$ cat config.mk
export PLATFORM = sky130hd
export DESIGN_NAME = ang_regs_top
export DESIGN_NICKNAME = d
export VERILOG_FILES = /design/src/verilog/ang_pkg.sv /design/src/verilog/ang_page_capture.sv /design/src/verilog/ang_regs_top.sv
export VERILOG_INCLUDE_DIRS = /design/src /design/src/verilog
export SDC_FILE = /design/constraint.sdc
export NUM_CORES = 1
export LEC_CHECK = 0
export BUFFER_PORTS_ARGS = -buffer_cell sky130_fd_sc_hd__buf_2
export CAP_MARGIN = 25
export CORE_MARGIN = 1
export CORE_UTILIZATION = 47
export CTS_CLUSTER_SIZE = 10
export DETAILED_ROUTE_END_ITERATION = 16
export PLACE_DENSITY_LB_ADDON = 0.2
export SETUP_SLACK_MARGIN = 0.02
export SLEW_MARGIN = 20
export SYNTH_ARGS = -nofsm -noshare
export SYNTH_HDL_FRONTEND = slang
export SYNTH_HIERARCHICAL = 1
export SYNTH_SLANG_ARGS = --single-unit
$ cat constraint.sdc
create_clock -name clock -period 1.1 [get_ports clock]
set_input_delay 0.055 -clock clock [delete_from_list [all_inputs] [get_ports clock]]
set_output_delay 0.055 -clock clock [all_outputs]
set_load 0.1 [all_outputs]
$ cat src/verilog/ang_regs.svh
// Register offsets, bit fields, reset values and masks of the next-page and gigabit registers
`ifndef ANG_REGS_SVH
`define ANG_REGS_SVH

// ****************************************************************
// Register offsets on the management register port
// ****************************************************************
`define ANG_PNP_ADDR      5'h08
`define ANG_CFG_ADDR      5'h09

// ****************************************************************
// Next-page receive register
// ****************************************************************
`define ANG_PNP_RESET     16'h2001
`define ANG_PNP_WMASK     16'hb7ff
`define ANG_TOG_RESET     1'b1

// ****************************************************************
// Gigabit configuration register
// ****************************************************************
`define ANG_CFG_RESET     16'h0300
`define ANG_CFG_WMASK     16'hff80
`define ANG_TM_HI         15
`define ANG_TM_LO         13
`define ANG_MS_MANUAL     12
`define ANG_MS_VALUE      11
`define ANG_PORT_TYPE     10
`define ANG_ADV_FD        9
`define ANG_ADV_HD        8
`define ANG_AUTO_REFL     7
`define ANG_RSVD_HI       6
`define ANG_RSVD_ZERO     7'h00

// ****************************************************************
// Strap capture and read answers
// ****************************************************************
`define ANG_STRAP_LOAD    2'h2
`define ANG_CNT_ZERO      2'h0
`define ANG_CNT_ONE       2'h1
`define ANG_CNT_DONE      2'h3
`define ANG_RD_NONE       16'h0000

`endif

$ cat src/verilog/ang_pkg.sv
// Types shared by the next-page and gigabit configuration register logic
package ang_pkg;

    // ****************************************************************
    // Transmitter test modes
    // ****************************************************************
    typedef enum logic [2:0] {
        ANG_TM_NORMAL     = 3'h0,
        ANG_TM_WAVEFORM   = 3'h1,
        ANG_TM_JIT_MASTER = 3'h2,
        ANG_TM_JIT_SLAVE  = 3'h3,
        ANG_TM_DISTORTION = 3'h4,
        ANG_TM_SCR_IDLE   = 3'h5,
        ANG_TM_REP_0001   = 3'h6,
        ANG_TM_PULSE_63   = 3'h7
    } ang_test_mode_e;

    // ****************************************************************
    // Next-page code word, laid out as the register reads
    // ****************************************************************
    typedef struct packed {
        logic        more_pages_flag;
        logic        ack;
        logic        message_page_flag;
        logic        comply_acknowledge;
        logic        toggle_bit;
        logic [10:0] code;
    } ang_page_s;

    // Keeps bits outside the mask, takes written bits inside it
    function automatic logic [15:0] ang_masked_write(
        input logic [15:0] cur,
        input logic [15:0] wdata,
        input logic [15:0] mask
    );
        ang_masked_write = (cur & ~mask) | (wdata & mask);
    endfunction

endpackage

$ cat src/verilog/ang_page_capture.sv
// Next-page receive register: capture of link partner pages and management writes
`timescale 1ns/1ps
`include "ang_regs.svh"

module ang_page_capture (
    input  wire logic             clock,
    input  wire logic             sys_rst,
    input  wire logic             page_valid,
    input  wire ang_pkg::ang_page_s page_word,
    input  wire logic             wr_en,
    input  wire logic [15:0]      wdata,
    output ang_pkg::ang_page_s    page_q
);

    // ****************************************************************
    // Next value: a received page wins over a management write
    // ****************************************************************
    logic              prev_tog_r;
    ang_pkg::ang_page_s page_r;
    ang_pkg::ang_page_s rx_page;
    ang_pkg::ang_page_s page_nxt;

    // Received fields taken whole, toggle opposite of the last exchanged word
    assign rx_page = '{more_pages_flag:    page_word.more_pages_flag,
                       ack:                page_word.ack,
                       message_page_flag:  page_word.message_page_flag,
                       comply_acknowledge: page_word.comply_acknowledge,
                       toggle_bit:         ~prev_tog_r,
                       code:               page_word.code};

    // Read-only ack and toggle fall outside the write mask
    assign page_nxt = page_valid ? rx_page :
                      wr_en ? ang_pkg::ang_page_s'(ang_pkg::ang_masked_write(
                                  page_r, wdata, `ANG_PNP_WMASK)) :
                      page_r;

    // Register and last exchanged toggle
    always_ff @(posedge clock or posedge sys_rst)
    begin
        if (sys_rst)
        begin
            page_r     <= ang_pkg::ang_page_s'(`ANG_PNP_RESET);
            prev_tog_r <= `ANG_TOG_RESET;
        end
        else
        begin
            page_r <= page_nxt;
            if (page_valid)
            begin
                prev_tog_r <= page_word.toggle_bit;
            end
        end
    end

    assign page_q = page_r;

    // ****************************************************************
    // Checks
    // ****************************************************************
    page_capture_a: assert property (@(posedge clock) disable iff (sys_rst)
        page_valid |=> page_r.more_pages_flag == $past(page_word.more_pages_flag)
                    && page_r.ack == $past(page_word.ack)
                    && page_r.code == $past(page_word.code))
        else $error("received page not captured");

    page_flags_a: assert property (@(posedge clock) disable iff (sys_rst)
        page_valid |=> page_r.message_page_flag == $past(page_word.message_page_flag)
                    && page_r.comply_acknowledge == $past(page_word.comply_acknowledge))
        else $error("message page or comply flag wrong");

    toggle_inv_a: assert property (@(posedge clock) disable iff (sys_rst)
        page_valid ##1 page_valid |=> page_r.toggle_bit == !$past(page_word.toggle_bit, 2))
        else $error("toggle not inverse of previous word");

    ro_keep_a: assert property (@(posedge clock) disable iff (sys_rst)
        wr_en && !page_valid |=> page_r.ack == $past(page_r.ack)
                    && page_r.toggle_bit == $past(page_r.toggle_bit))
        else $error("write disturbed read-only field");

endmodule

$ cat src/verilog/ang_regs_top.sv
// Next-page receive and gigabit configuration registers with their control outputs
`timescale 1ns/1ps
`include "ang_regs.svh"

module ang_regs_top #(
    parameter bit FD_FROM_STRAP = 1'b0
) (
    input  wire logic                  clock,
    input  wire logic                  sys_rst,
    input  wire logic [4:0]            mgmt_addr,
    input  wire logic                  mgmt_wr,
    input  wire logic                  mgmt_rd,
    input  wire logic [15:0]           mgmt_wdata,
    output logic [15:0]                mgmt_rdata,
    output logic                       mgmt_rvalid,
    output logic                       mgmt_rhit,
    input  wire logic                  page_rx_valid,
    input  wire ang_pkg::ang_page_s    page_rx_word,
    input  wire logic                  link_down,
    input  wire logic                  fd_strap,
    output ang_pkg::ang_page_s         rx_page,
    output ang_pkg::ang_test_mode_e    test_mode,
    output logic                       ms_manual_en,
    output logic                       ms_force_master,
    output logic                       ms_force_slave,
    output logic                       adv_multi_port,
    output logic                       adv_full_duplex,
    output logic                       adv_half_duplex,
    output logic                       reflectometry_start
);

    // ****************************************************************
    // Address decode
    // ****************************************************************
    logic [15:0]        cfg_r;
    logic [15:0]        cfg_nxt;
    logic [15:0]        cfg_wr_val;
    logic [15:0]        rd_mux;
    logic               hit_pnp;
    logic               hit_cfg;
    logic               wr_pnp;
    logic               wr_cfg;
    logic               strap_meta_r;
    logic               strap_sync_r;
    logic [1:0]         strap_cnt_r;
    logic               strap_load;
    logic               ms_master_nxt;
    logic               ms_slave_nxt;
    logic               refl_nxt;
    logic               ms_master_r;
    logic               ms_slave_r;
    logic               refl_r;
    logic [15:0]        rdata_r;
    logic               rvalid_r;
    logic               rhit_r;
    ang_pkg::ang_page_s page_q;

    // Register select and write strobes
    assign hit_pnp = (mgmt_addr == `ANG_PNP_ADDR);
    assign hit_cfg = (mgmt_addr == `ANG_CFG_ADDR);
    assign wr_pnp  = mgmt_wr && hit_pnp;
    assign wr_cfg  = mgmt_wr && hit_cfg;

    // ****************************************************************
    // Next-page receive register
    // ****************************************************************
    ang_page_capture u_page (
        .clock      (clock),
        .sys_rst    (sys_rst),
        .page_valid (page_rx_valid),
        .page_word  (page_rx_word),
        .wr_en      (wr_pnp),
        .wdata      (mgmt_wdata),
        .page_q     (page_q)
    );

    // ****************************************************************
    // Full duplex strap capture
    // ****************************************************************
    // Strap pin passes two flip-flops before use
    always_ff @(posedge clock or posedge sys_rst)
    begin
        if (sys_rst)
        begin
            strap_meta_r <= 1'b0;
            strap_sync_r <= 1'b0;
        end
        else
        begin
            strap_meta_r <= fd_strap;
            strap_sync_r <= strap_meta_r;
        end
    end

    // Counts edges after release until the synchronised strap is valid; both
    // stages sit in reset too, so the pin level only reaches the second stage
    // after the second edge and is taken at the third
    always_ff @(posedge clock or posedge sys_rst)
    begin
        if (sys_rst)
        begin
            strap_cnt_r <= `ANG_CNT_ZERO;
        end
        else if (strap_cnt_r != `ANG_CNT_DONE)
        begin
            strap_cnt_r <= strap_cnt_r + `ANG_CNT_ONE;
        end
    end

    // One load cycle, only in the strapped variant
    assign strap_load = FD_FROM_STRAP && (strap_cnt_r == `ANG_STRAP_LOAD);

    // ****************************************************************
    // Gigabit configuration register
    // ****************************************************************
    // Reserved bits 6:0 never take written data
    assign cfg_wr_val = ang_pkg::ang_masked_write(cfg_r, mgmt_wdata, `ANG_CFG_WMASK);

    // Write wins over the strap default; fields take written data directly
    always_comb
    begin
        cfg_nxt = cfg_r;
        if (wr_cfg)
        begin
            cfg_nxt = cfg_wr_val;
        end
        else if (strap_load)
        begin
            cfg_nxt[`ANG_ADV_FD] = strap_sync_r;
        end
    end

    // Forced role follows the next register value so it changes with it
    assign ms_master_nxt = cfg_nxt[`ANG_MS_MANUAL] && cfg_nxt[`ANG_MS_VALUE];
    assign ms_slave_nxt  = cfg_nxt[`ANG_MS_MANUAL] && !cfg_nxt[`ANG_MS_VALUE];

    // Reflectometry start on link drop when enabled
    assign refl_nxt = link_down && cfg_r[`ANG_AUTO_REFL];

    // Configuration and derived control flops
    always_ff @(posedge clock or posedge sys_rst)
    begin
        if (sys_rst)
        begin
            cfg_r       <= `ANG_CFG_RESET;
            ms_master_r <= 1'b0;
            ms_slave_r  <= 1'b0;
            refl_r      <= 1'b0;
        end
        else
        begin
            cfg_r       <= cfg_nxt;
            ms_master_r <= ms_master_nxt;
            ms_slave_r  <= ms_slave_nxt;
            refl_r      <= refl_nxt;
        end
    end

    // ****************************************************************
    // Read path
    // ****************************************************************
    // Unmapped offsets answer zero with the hit flag low
    assign rd_mux = hit_pnp ? page_q :
                    hit_cfg ? cfg_r :
                    `ANG_RD_NONE;

    // Read data registered one cycle after the request
    always_ff @(posedge clock or posedge sys_rst)
    begin
        if (sys_rst)
        begin
            rdata_r  <= `ANG_RD_NONE;
            rvalid_r <= 1'b0;
            rhit_r   <= 1'b0;
        end
        else
        begin
            rvalid_r <= mgmt_rd;
            rhit_r   <= mgmt_rd && (hit_pnp || hit_cfg);
            if (mgmt_rd)
            begin
                rdata_r <= rd_mux;
            end
        end
    end

    // ****************************************************************
    // Outputs
    // ****************************************************************
    assign mgmt_rdata          = rdata_r;
    assign mgmt_rvalid         = rvalid_r;
    assign mgmt_rhit           = rhit_r;
    assign rx_page             = page_q;
    assign test_mode           = ang_pkg::ang_test_mode_e'(cfg_r[`ANG_TM_HI:`ANG_TM_LO]);
    assign ms_manual_en        = cfg_r[`ANG_MS_MANUAL];
    assign ms_force_master     = ms_master_r;
    assign ms_force_slave      = ms_slave_r;
    assign adv_multi_port      = cfg_r[`ANG_PORT_TYPE];
    assign adv_full_duplex     = cfg_r[`ANG_ADV_FD];
    assign adv_half_duplex     = cfg_r[`ANG_ADV_HD];
    assign reflectometry_start = refl_r;

    // ****************************************************************
    // Checks
    // ****************************************************************
    np_read_a: assert property (@(posedge clock) disable iff (sys_rst)
        mgmt_rd && hit_pnp |=> mgmt_rvalid && mgmt_rhit
                    && mgmt_rdata[15] == $past(page_q.more_pages_flag)
                    && mgmt_rdata == $past(page_q))
        else $error("next-page read data wrong");

    null_page_a: assert property (@(posedge clock) disable iff (sys_rst)
        $fell(sys_rst) && !$past(page_rx_valid) |->
            page_q == ang_pkg::ang_page_s'(`ANG_PNP_RESET) && page_q.message_page_flag)
        else $error("next-page reset value wrong");

    test_mode_a: assert property (@(posedge clock) disable iff (sys_rst)
        wr_cfg |=> test_mode == $past(mgmt_wdata[15:13])
                    ##1 ($past(wr_cfg) || test_mode == $past(test_mode)))
        else $error("test mode not taken from write");

    ms_auto_a: assert property (@(posedge clock) disable iff (sys_rst)
        !cfg_r[`ANG_MS_MANUAL] |-> !ms_force_master && !ms_force_slave)
        else $error("role forced while resolution automatic");

    ms_force_a: assert property (@(posedge clock) disable iff (sys_rst)
        wr_cfg && mgmt_wdata[12] |=> ms_force_master == $past(mgmt_wdata[11])
                    && ms_force_slave == !$past(mgmt_wdata[11]))
        else $error("manual role not forced");

    adv_bits_a: assert property (@(posedge clock) disable iff (sys_rst)
        wr_cfg |=> {adv_multi_port, adv_full_duplex, adv_half_duplex}
                    == $past(mgmt_wdata[10:8]))
        else $error("advertisement bits not written");

    refl_start_a: assert property (@(posedge clock) disable iff (sys_rst)
        link_down |=> reflectometry_start == $past(cfg_r[`ANG_AUTO_REFL]))
        else $error("reflectometry start wrong after link drop");

    refl_quiet_a: assert property (@(posedge clock) disable iff (sys_rst)
        !link_down |=> !reflectometry_start)
        else $error("reflectometry started without link drop");

    rsvd_zero_a: assert property (@(posedge clock) disable iff (sys_rst)
        mgmt_rd && hit_cfg |=> mgmt_rvalid && mgmt_rdata[6:0] == `ANG_RSVD_ZERO)
        else $error("reserved config bits read nonzero");

    // ****************************************************************
    // Checks on reset values, strap load, held contents, read data and forced role
    // ****************************************************************
    cfg_reset_a: assert property (@(posedge clock) disable iff (sys_rst)
        $fell(sys_rst) |-> test_mode == ang_pkg::ANG_TM_NORMAL && !ms_manual_en
                    && !adv_multi_port && adv_half_duplex && !reflectometry_start)
        else $error("configuration reset value wrong");

    fd_reset_a: assert property (@(posedge clock) disable iff (sys_rst)
        $fell(sys_rst) |-> adv_full_duplex)
        else $error("full duplex advertisement reset value wrong");

    strap_load_a: assert property (@(posedge clock) disable iff (sys_rst)
        strap_load && !wr_cfg |=> adv_full_duplex == $past(strap_sync_r))
        else $error("strapped full duplex not loaded");

    cfg_hold_a: assert property (@(posedge clock) disable iff (sys_rst)
        !wr_cfg && !strap_load |=> cfg_r == $past(cfg_r))
        else $error("configuration changed without a write");

    cfg_read_a: assert property (@(posedge clock) disable iff (sys_rst)
        mgmt_rd && hit_cfg |=> mgmt_rhit && mgmt_rdata == $past(cfg_r))
        else $error("configuration read data wrong");

    ms_role_a: assert property (@(posedge clock) disable iff (sys_rst)
        ms_manual_en |-> ms_force_master == cfg_r[`ANG_MS_VALUE]
                    && ms_force_slave == !cfg_r[`ANG_MS_VALUE])
        else $error("forced role disagrees with configuration value");

    ms_excl_a: assert property (@(posedge clock) disable iff (sys_rst)
        !(ms_force_master && ms_force_slave))
        else $error("master and slave forced together");

    page_hold_a: assert property (@(posedge clock) disable iff (sys_rst)
        !page_rx_valid && !wr_pnp |=> rx_page == $past(rx_page))
        else $error("receive register changed with no page or write");

endmodule
# Yosys cells after proc, flatten, opt, wreduce, memory -nomap -nowiden
# Cells that the tools add are included.
# word_totals
out_inout_bits	44
ff_bits	54
wordCells	34
# classes
bitwise_logic	3
muxes	5
n_reduce_logical	9
n_eq_ne	2
# op_table
cell	count
two-way mux 16 bit	4
OR 15 x 16 -> 16 bit	1
OR 7 x 16 -> 16 bit	1
== test 5 x 4 -> 1 bit (second input constant)	2
logical AND 1 bit	6
two-way mux 3 bit	1
nonzero test 2 bit	1
zero test 1 bit	1
logical OR 1 bit	1
NOT 1 bit	1

# Depth between registers and ports, before layout
# Gate-level depths: netlist of the first run.
# logic_depth
word_depth	5
depth_mapped	6
ltp_nobuf	4

# By module
# Netlist of the first run, hierarchy kept.
# modules_own_cells
module	cells_each	n_inst	seq_area_each_um2	area_per_inst_um2
ang_regs_top	104	1	753.2	1302.5
ang_page_capture	69	1	429.2	779.5

# Worst setup path after synthesis of the first run
# OpenSTA, ideal clock, no wires.
# synth_timing
path_kind	flip-flop to flip-flop
startpoint	reg with a tool-made name
endpoint	reg rdata_r[12] (netlist: mgmt_rdata[12])
stages_incl_launch_ff	4
slack_ps	-345
required_ps	1017
period_less_slack_ps	1445
arrival_time_ps	1363
n_path_buf	0
setup_time_ps	83
cell_sequence	dfrtp_1 > mux2_2 > nand3_1 > o21ai_0
# synth_rtl
element	line_no	source
end signal, assigned	ang_regs_top.sv:172	rdata_r <= `ANG_RD_NONE;
end signal, assigned	ang_regs_top.sv:182	rdata_r <= rd_mux;
end, declared	ang_regs_top.sv:53	logic [15:0] rdata_r;

# Worst setup path after layout of the first run
# layout_timing
startpoint	in mgmt_addr[1]
endpoint	reg u_page.page_r, in the netlist u_page/page_q[8]
# layout_via
elab_chain_cells	3
# layout_rtl
element	line_no	source
start, declared	ang_regs_top.sv:10	input wire logic [4:0] mgmt_addr,
== test 5 x 4 -> 1 bit (no source line)	n/a	
logical AND 1 bit	ang_regs_top.sv:61	assign wr_pnp = mgmt_wr && hit_pnp;
via wr_pnp	ang_regs_top.sv:41	logic wr_pnp;
nonzero test 2 bit (no source line)	n/a	
end signal, assigned	ang_page_capture.sv:42	page_r <= ang_pkg::ang_page_s'(`ANG_PNP_RESET);
end signal, assigned	ang_page_capture.sv:47	page_r <= page_nxt;
end, declared	ang_page_capture.sv:19	ang_pkg::ang_page_s page_r;
# The timed path passes the listed nets, and every way through them passes these cells.
# A chain may end at the register's enable or synchronous reset.

==> summary.md, run 1 <==
| Metric | Value |
|---|---|
| CP Launch Type | primary input |
| Minimum clock period | roughly 1.3 ns |
| ANT nets after route | 0 |
| Comb pwr share | approximately two fifths |
| Yosys warnings | 6 |
| CTS max path bufs | 2 |
| Num CTS Buffers | 5 |
| Final cycle utilization of the critical path | 116% |
| Post-Synth XOR/XNOR Area | 0% |
| GRT Residual Overflow | 0 |
| Placer Congestion | 0.763 |
| Worst rel slew slack | 72.5% |
| Fmax | between 700 and 800 MHz |
| Asr flop ratio synth | between 90% and 100% |
| Worst-Skew Late Latency | roughly 0.30 ns |
| Critical Path Sink Type | register |
| MaxCap Viol Count | 0 |
| Layout cells sized above 1 | roughly 65% |
| P&R area growth vs syn | 85.4% |
| Power per cell area | ~1500 nW/um^2 |
| Cells after Synth | between 150 and 200 |
| FF+latch count, synth | 47 |
| Vias in the first global route | just over 2000 |
| Setup Skew | ~0.0025 ns |
| VDD IR-drop max | between 1 and 1.5 mV |
| Hold crit path type | in -> reg |
| Die area | ~4700 um^2 |
| IO Port Bufs | 86 |
| Num rows | 23 |
| Failing checks | negative setup slack |
| Unique cell type count in the Yosys netlist | 22 |
| Initial DRC Count | 184 |
| Clk pin slew, worst setup/hold paths | 0.09 ns |
| Clk root buf | clkbuf_8 |
| Mux cell area share after synthesis | a little under a fifth |
| Commonest non-fill, non-tap cell in the layout | buf_12 |
| DRT Pass-1 Iters | 4 |
| Synth Cell Area | 2080 um^2 |
| Largest family of logic cells by synthesized area | multiplexers |
| Num ports | 88 |
| Largest net degree at the start of global routing | 23 |
| Die X | between 60 and 70 um |
| Simple-gate share of the synthesized area | under 10% |
| Nets | roughly 340 |
| Switching part of the total | around two fifths |
| Outcome | complete, but fails checks |
| P_leak | 1.70 nW |
| Hpwl dp | roughly 4000 um |
| CP max stage delay | about 0.36 ns |
| First-pass GRT wire length | approximately 11000 um |
| Setup slack at placement | -0.304 ns |
| H-tree lvl count | 2 |
| ANT cells | 0 |
| Residual DRC | 0 |
| Total Wirelength | 8600 um |
| Core Region | 4120 um^2 |
| EDFF count, synth | 0 |
| Top_reg_cell synth | dfrtp_1 |
| Internal power | 3.44 mW |
| RSZ-0062 raised after global routing | true |
| Worst Path Max Fanout | 5 |
| Most frequent cells in the layout | buf_12, buf_2, dfrtp_2, o21ai_1, dlygate4sd3_1 |
| TritonCTS clock tree | done |
| Cell Chain, Critical Path | buf_6 > nor4b_4 > and3b_2 > clkbuf_16 > mux2i_1 > o21ai_1 |
| Fin Setup TNS | -1.56 ns |
| Final setup fails | 22 |
| Setup CP Type | in -> reg |
| Hold Vio Cnt, Final | 0 |
| TritonCTS sink count | 47 |
| Vias | 2012 |
| Worst path required time | ~1.3 ns |
| Mapped Avg Cell Area | approximately 12 um^2 |
| DIE HEIGHT | approximately 70 um |
| Initial antenna violation count | 0 |
| Starting Density | between 50% and 60% |
| Compound-Gate Fraction of Synth Area | between 8 and 9% |
| Min Hold Slack | between 0.02 and 0.03 ns |
| Slew Limit Fails | 0 |
| Critical-path top delay cell | and3b_2 |
| Post-DR wirelength/cell | around 25 um |
| Clock power share | 20.8% |
| P_sw | between 2 and 2.5 mW |
| Post-Syn Nets | between 200 and 250 |
| Global router's overall resource usage | about a third |
| Sequential share of power | between 30% and 40% |
| Sequential cell area fraction in the yosys report | 56.8% |
| CP Data Arrival Time | around 1.5 ns |
| Adder-cell share of the synthesized area | 0% |
| Via density | between 5 and 6 |
| Final worst setup slack | -0.171 ns |
| Worst-Margin Slew | about 0.41 ns |
-- path summary, 6_finish.rpt --
path	startpoint	end	slack (ns)	cells past startpoint
setup / recovery	mgmt_addr[1]	u_page/page_q[8]$_DFFE_PP0P_	-0.17	6
hold reg to reg	cfg_r[7]$_DFFE_PP0N_	reflectometry_start$_DFF_PP0_	0.57	1
setup reg to reg	cfg_r[9]$_DFFE_PP1N_	mgmt_rdata[9]$_DFFE_PP0P_	-0.07	4
max in group asynchronous	sys_rst	u_page/page_q[0]$_DFFE_PP1P_	0.23	4
min in group asynchronous	sys_rst	u_page/page_q[15]$_DFFE_PP0P_	0.31	3
hold / removal	mgmt_wdata[10]	cfg_r[10]$_DFFE_PP0N_	0.03	2
-- cell type report --
type                            instances  area (um^2)
Tap cell                               50         62.6
Sequential cell                        47         1260
Inverter                               13         48.8
Timing Repair Buffer                  127         1480
Clock buffer                            8          100
Multi-Input combinational cell        101          910
Fill cell                             116          255
-- kinds of logic after synthesis --
| logic type | Yosys count |
|---|---|
| flops | 47 |
| mux | 37 |
| simple gates | 33 |
| compound gates | 30 |
| buf+inv | 26 |
-- sequential cells by signal (all words and copies together), names as in the netlist, named ones only --
| signal | cells |
|---|---|
| u_page/page_q | 16 |
| mgmt_rdata | 16 |
| u_page/prev_tog_r | 1 |
| reflectometry_start | 1 |
| cfg_r | 8 |
| mgmt_rvalid | 1 |
| ms_force_slave | 1 |
| mgmt_rhit | 1 |
| ms_force_master | 1 |
-- repair_timing --
action	4_1_cts	5_1_grt
gates resized for setup	11	15
hold endpoints to repair	31	0
endpoints found under the setup margin	12	34
cloned	1	1
setup buffers	5	2
hold buffers	19	0
pin swaps	2	2
-- per-stage QoR --
| step | util [%] | power, mW | instances | instance area, um^2 |
|---|---|---|---|---|
| floorplan | - | 3.45 | 173 | 2260 |
| global placement | 83.0 | 4.22 | 312 | 3420 |
| finish | 93.8 | 5.69 | 346 | 3860 |
| CTS | 92.4 | 5.49 | 344 | 3800 |
| detailed placement | 83.0 | 4.26 | 312 | 3420 |
| global route | 93.8 | 5.79 | 346 | 3860 |
-- power groups by stage --
stage                     combinational (mW)  clock [mW]  sequential (mW)
after detailed placement                2.10           0             2.16
after CTS                               2.22        1.15             2.13
after global routing                    2.39        1.23             2.17
final                                   2.34        1.18             2.17
after global placement                  2.07           0             2.15
after floorplan                        0.555           0             2.89
-- cell usage after synthesis (2+ instances only) --
| master | instances | area, um^2 |
|---|---|---|
| nand2_1 | 16 | 60.1 |
| buf_2 | 2 | 10.0 |
| mux2_1 | 8 | 90.1 |
| a22o_1 | 7 | 61.3 |
| o21ai_1 | 10 | 50.1 |
| buf_6 | 2 | 22.5 |
| mux2i_1 | 17 | 170 |
| nand3_1 | 9 | 45.0 |
| o21ai_0 | 13 | 65.1 |
| dfrtp_1 | 42 | 1050 |
| buf_4 | 4 | 30.0 |
| dfstp_2 | 5 | 131 |
| mux2_2 | 12 | 135 |
| clkbuf_1 | 4 | 15.0 |
| inv_1 | 13 | 48.8 |
| and2_1 | 2 | 12.5 |
| nand2b_1 | 2 | 12.5 |
-- worst max-delay path: cells and delay by family --
kind                   cells  cell delay, ns
buffers and inverters      2            0.29
multiplexers               1            0.28
AO/OA/AOI/OAI              1            0.11
AND/OR/NAND/NOR            2            0.71
-- layer usage --
layer	GRT usage (%)	share of wire [%]	routed length, um
met5	0	0	0
met4	13.3	6.4	553
met3	6.58	6.8	587
met2	60.7	51	4430
met1	38.1	35	3030
Note: power is estimated with default switching activity, not from simulation.
==> run 2: changes to the inputs <==
--- a/config.mk
+++ b/config.mk
@@ -10,6 +10,7 @@
 export CAP_MARGIN = 25
 export CORE_MARGIN = 1
 export CORE_UTILIZATION = 47
+export CTS_CLUSTER_DIAMETER = 150
 export CTS_CLUSTER_SIZE = 10
 export DETAILED_ROUTE_END_ITERATION = 16
 export PLACE_DENSITY_LB_ADDON = 0.2
==> constraint.sdc (replaced) <==
create_clock -name clock -period 1.4 [get_ports clock]
set_input_delay 0.07 -clock clock [delete_from_list [all_inputs] [get_ports clock]]
set_output_delay 0.07 -clock clock [all_outputs]
set_load 0.1 [all_outputs]
==> run 2 against run 1 <==
The run now ends clean; global-route usage down 10 points; core utilization down 24 points; die area unchanged; sequential share of layout area increased by 8.8 points; setup slack better by 0.23 ns; sequential cell count stayed put; critical path type is now reg -> out; largest power group is now registers.
==> summary.md, run 2 (synthesis gave the netlist of run 1 again) <==
| Metric | Value |
|---|---|
| Critical-path top delay cell | dfstp_2 |
| H-tree lvl count | 2 (unchanged) |
| ANT cells | 0 (unchanged) |
| Worst-Skew Late Latency | 0.30 ns (about the same) |
| Commonest non-fill, non-tap cell in the layout | buf_2 |
| Critical Path Sink Type | output pin |
| Hpwl dp | 3480 um (-13%) |
| IO Port Bufs | 86 (unchanged) |
| Final setup fails | 0 (-100%) |
| Via density | 4.99 (-14%) |
| Num rows | 23 (unchanged) |
| GRT Residual Overflow | 0 (unchanged) |
| Post-DR wirelength/cell | 15.0 um (-40%) |
| Setup CP Type | reg -> out |
| Outcome | complete, no violations |
| Total Power | 3.74 mW (-34%) |
| Min Hold Slack | 0.00579 ns (-0.0211 ns) |
| Crit path buf inv count | 1 (-1) |
| Fmax | 744 MHz |
| Core Region | 4120 um^2 (unchanged) |
| Largest net degree at the start of global routing | 28 (+22%) |
| Worst rel slew slack | 66.4% (-6.2 points) |
| VDD IR-drop max | 0.731 mV (-41%) |
| Die X | 68.6 um (unchanged) |
| Worst path required time | 1.33 ns (+0.05 ns) |
| CP Launch Type | register |
| CP Data Arrival Time | 1.27 ns (-0.18 ns) |
| Vias | 1673 (-17%) |
| MaxCap Viol Count | 0 (unchanged) |
| Total Wirelength | 5010 um (-42%) |
| Worst r2r src | u_page/page_q[13]$_DFFE_PP1P_ |
| P&R area growth vs syn | 38.6% |
| Hold crit path type | in -> reg |
| Power per cell area | 1300 nW/um^2 (-12%) |
| Slew Limit Fails | 0 (unchanged) |
| Hold Vio Cnt, Final | 0 (unchanged) |
| Setup Skew | 0.00191 ns (-0.000586 ns) |
| Final worst setup slack | 0.0563 ns (+0.227 ns) |
| Final cycle utilization of the critical path | a little over nine tenths |
| Placer Congestion | 0.816 (+6.9%) |
| TritonCTS clock tree | done |
| Residual DRC | 0 (unchanged) |
| Cell Chain, Critical Path | buf_2 |
| Initial DRC Count | 63 (-66%) |
| WHS Endpoint | cfg_r[7]$_DFFE_PP0N_ |
| CTS max path bufs | 2 (unchanged) |
| Most frequent cells in the layout | buf_2, dfrtp_1, dlygate4sd3_1, mux2i_1, nand2_1 |
| TritonCTS sink count | 47 (unchanged) |
| Num CTS Buffers | 5 (unchanged) |
| RSZ-0062 raised after global routing | false |
| Worst Path Max Fanout | 3 (-2) |
| First-pass GRT wire length | 7780 um (-28%) |
| Nets | 328 (-3.2%) |
| Setup Buffers After CTS | 0 (-5) |
| Fin Setup TNS | 0 ns (+1.56 ns) |
| Clk pin slew, worst setup/hold paths | 0.09 ns (about the same) |
| FF-to-FF path depth | 3 (-1) |
| Placed instance area | 2600 um^2 (-24%) |
| Setup slack at placement | 0.00000244 ns (+0.304 ns) |
| Initial antenna violation count | 0 (unchanged) |
| Design area | 2890 um^2 (-25%) |
| CP max stage delay | 0.55 ns (+0.19 ns) |
| Worst R2R End | mgmt_rdata[13]$_DFFE_PP0P_ |
| Starting Density | 50.6% (unchanged) |
| Num ports | 88 (unchanged) |
| Family with the most delay on the worst path | flip-flops |
| Global router's overall resource usage | 23.4% (-10 points) |
| Worst-Margin Slew | 0.508 ns (+0.0967 ns) |
| ANT nets after route | 0 (unchanged) |
| Hold Path Cell Cnt | 2 (unchanged) |
| Die area | 4700 um^2 (unchanged) |
| Hold Path Origin | mgmt_wdata[7] |
| P_leak | 1.44 nW (-15%) |
| Layout cells sized above 1 | 47.4% (-17 points) |
| Reg2reg setup slack | 0.42 ns (+0.49 ns) |
| DRT Pass-1 Iters | 4 (unchanged) |
| Minimum clock period | approximately 1.3 ns |
| Vias in the first global route | 1664 (-19%) |
| Clk root buf | clkbuf_8 |
| DIE HEIGHT | 68.6 um (unchanged) |
[run 2: worst max path at each step]
stage	cells past startpoint	to	from
final	1	adv_full_duplex	cfg_r[9]$_DFFE_PP1N_
after global routing	1	adv_half_duplex	cfg_r[8]$_DFFE_PP1N_
after CTS	1	rx_page[13]	u_page/page_q[13]$_DFFE_PP1P_
after detailed placement	5	cfg_r[15]$_DFFE_PP0N_	mgmt_addr[4]
after global placement	5	cfg_r[14]$_DFFE_PP0N_	mgmt_addr[4]
after floorplan	3	mgmt_rdata[12]$_DFFE_PP0P_	u_page/page_q[12]$_DFFE_PP0P_
[run 2: timing repair]
item	4_1_cts	5_1_grt
endpoints found under the setup margin	0	1
hold endpoints to repair	50	2
hold buffers	16	2
resized for setup	0	1
[run 2: final cells by class]
type / instances / area (um^2)
sequential: 47 / 1190
fill: 324 / 1230
clock inverter: 1 / 7.51
multi-input combinational: 100 / 753
tap: 50 / 62.6
timing repair buffer: 117 / 723
clock buffer: 7 / 96.3
inverter: 13 / 48.8
[run 2: per-stage QoR]
step | util (%) | instances
6_report | 70.1 | 335
5_1_grt | 70.1 | 335
4_1_cts | 69.6 | 333
3_5_place_dp | 63.1 | 309
3_3_place_gp | 63.1 | 309
2_1_floorplan | - | 173
[run 2: power breakdown]
part / switching [mW] / total (mW) / internal [mW]
clock network: 0.453 / 0.903 / 0.449
registers: 0.0822 / 1.58 / 1.49
logic: 0.985 / 1.26 / 0.274
[run 2: routing by layer]
layer,wire [um],vias to the layer above,GRT usage (%)
li1,-,808,-
met1,2240,800,29.9
met2,2430,58,39.0
met3,257,7,4.11
met4,84,0,10.2
met5,0,-,0
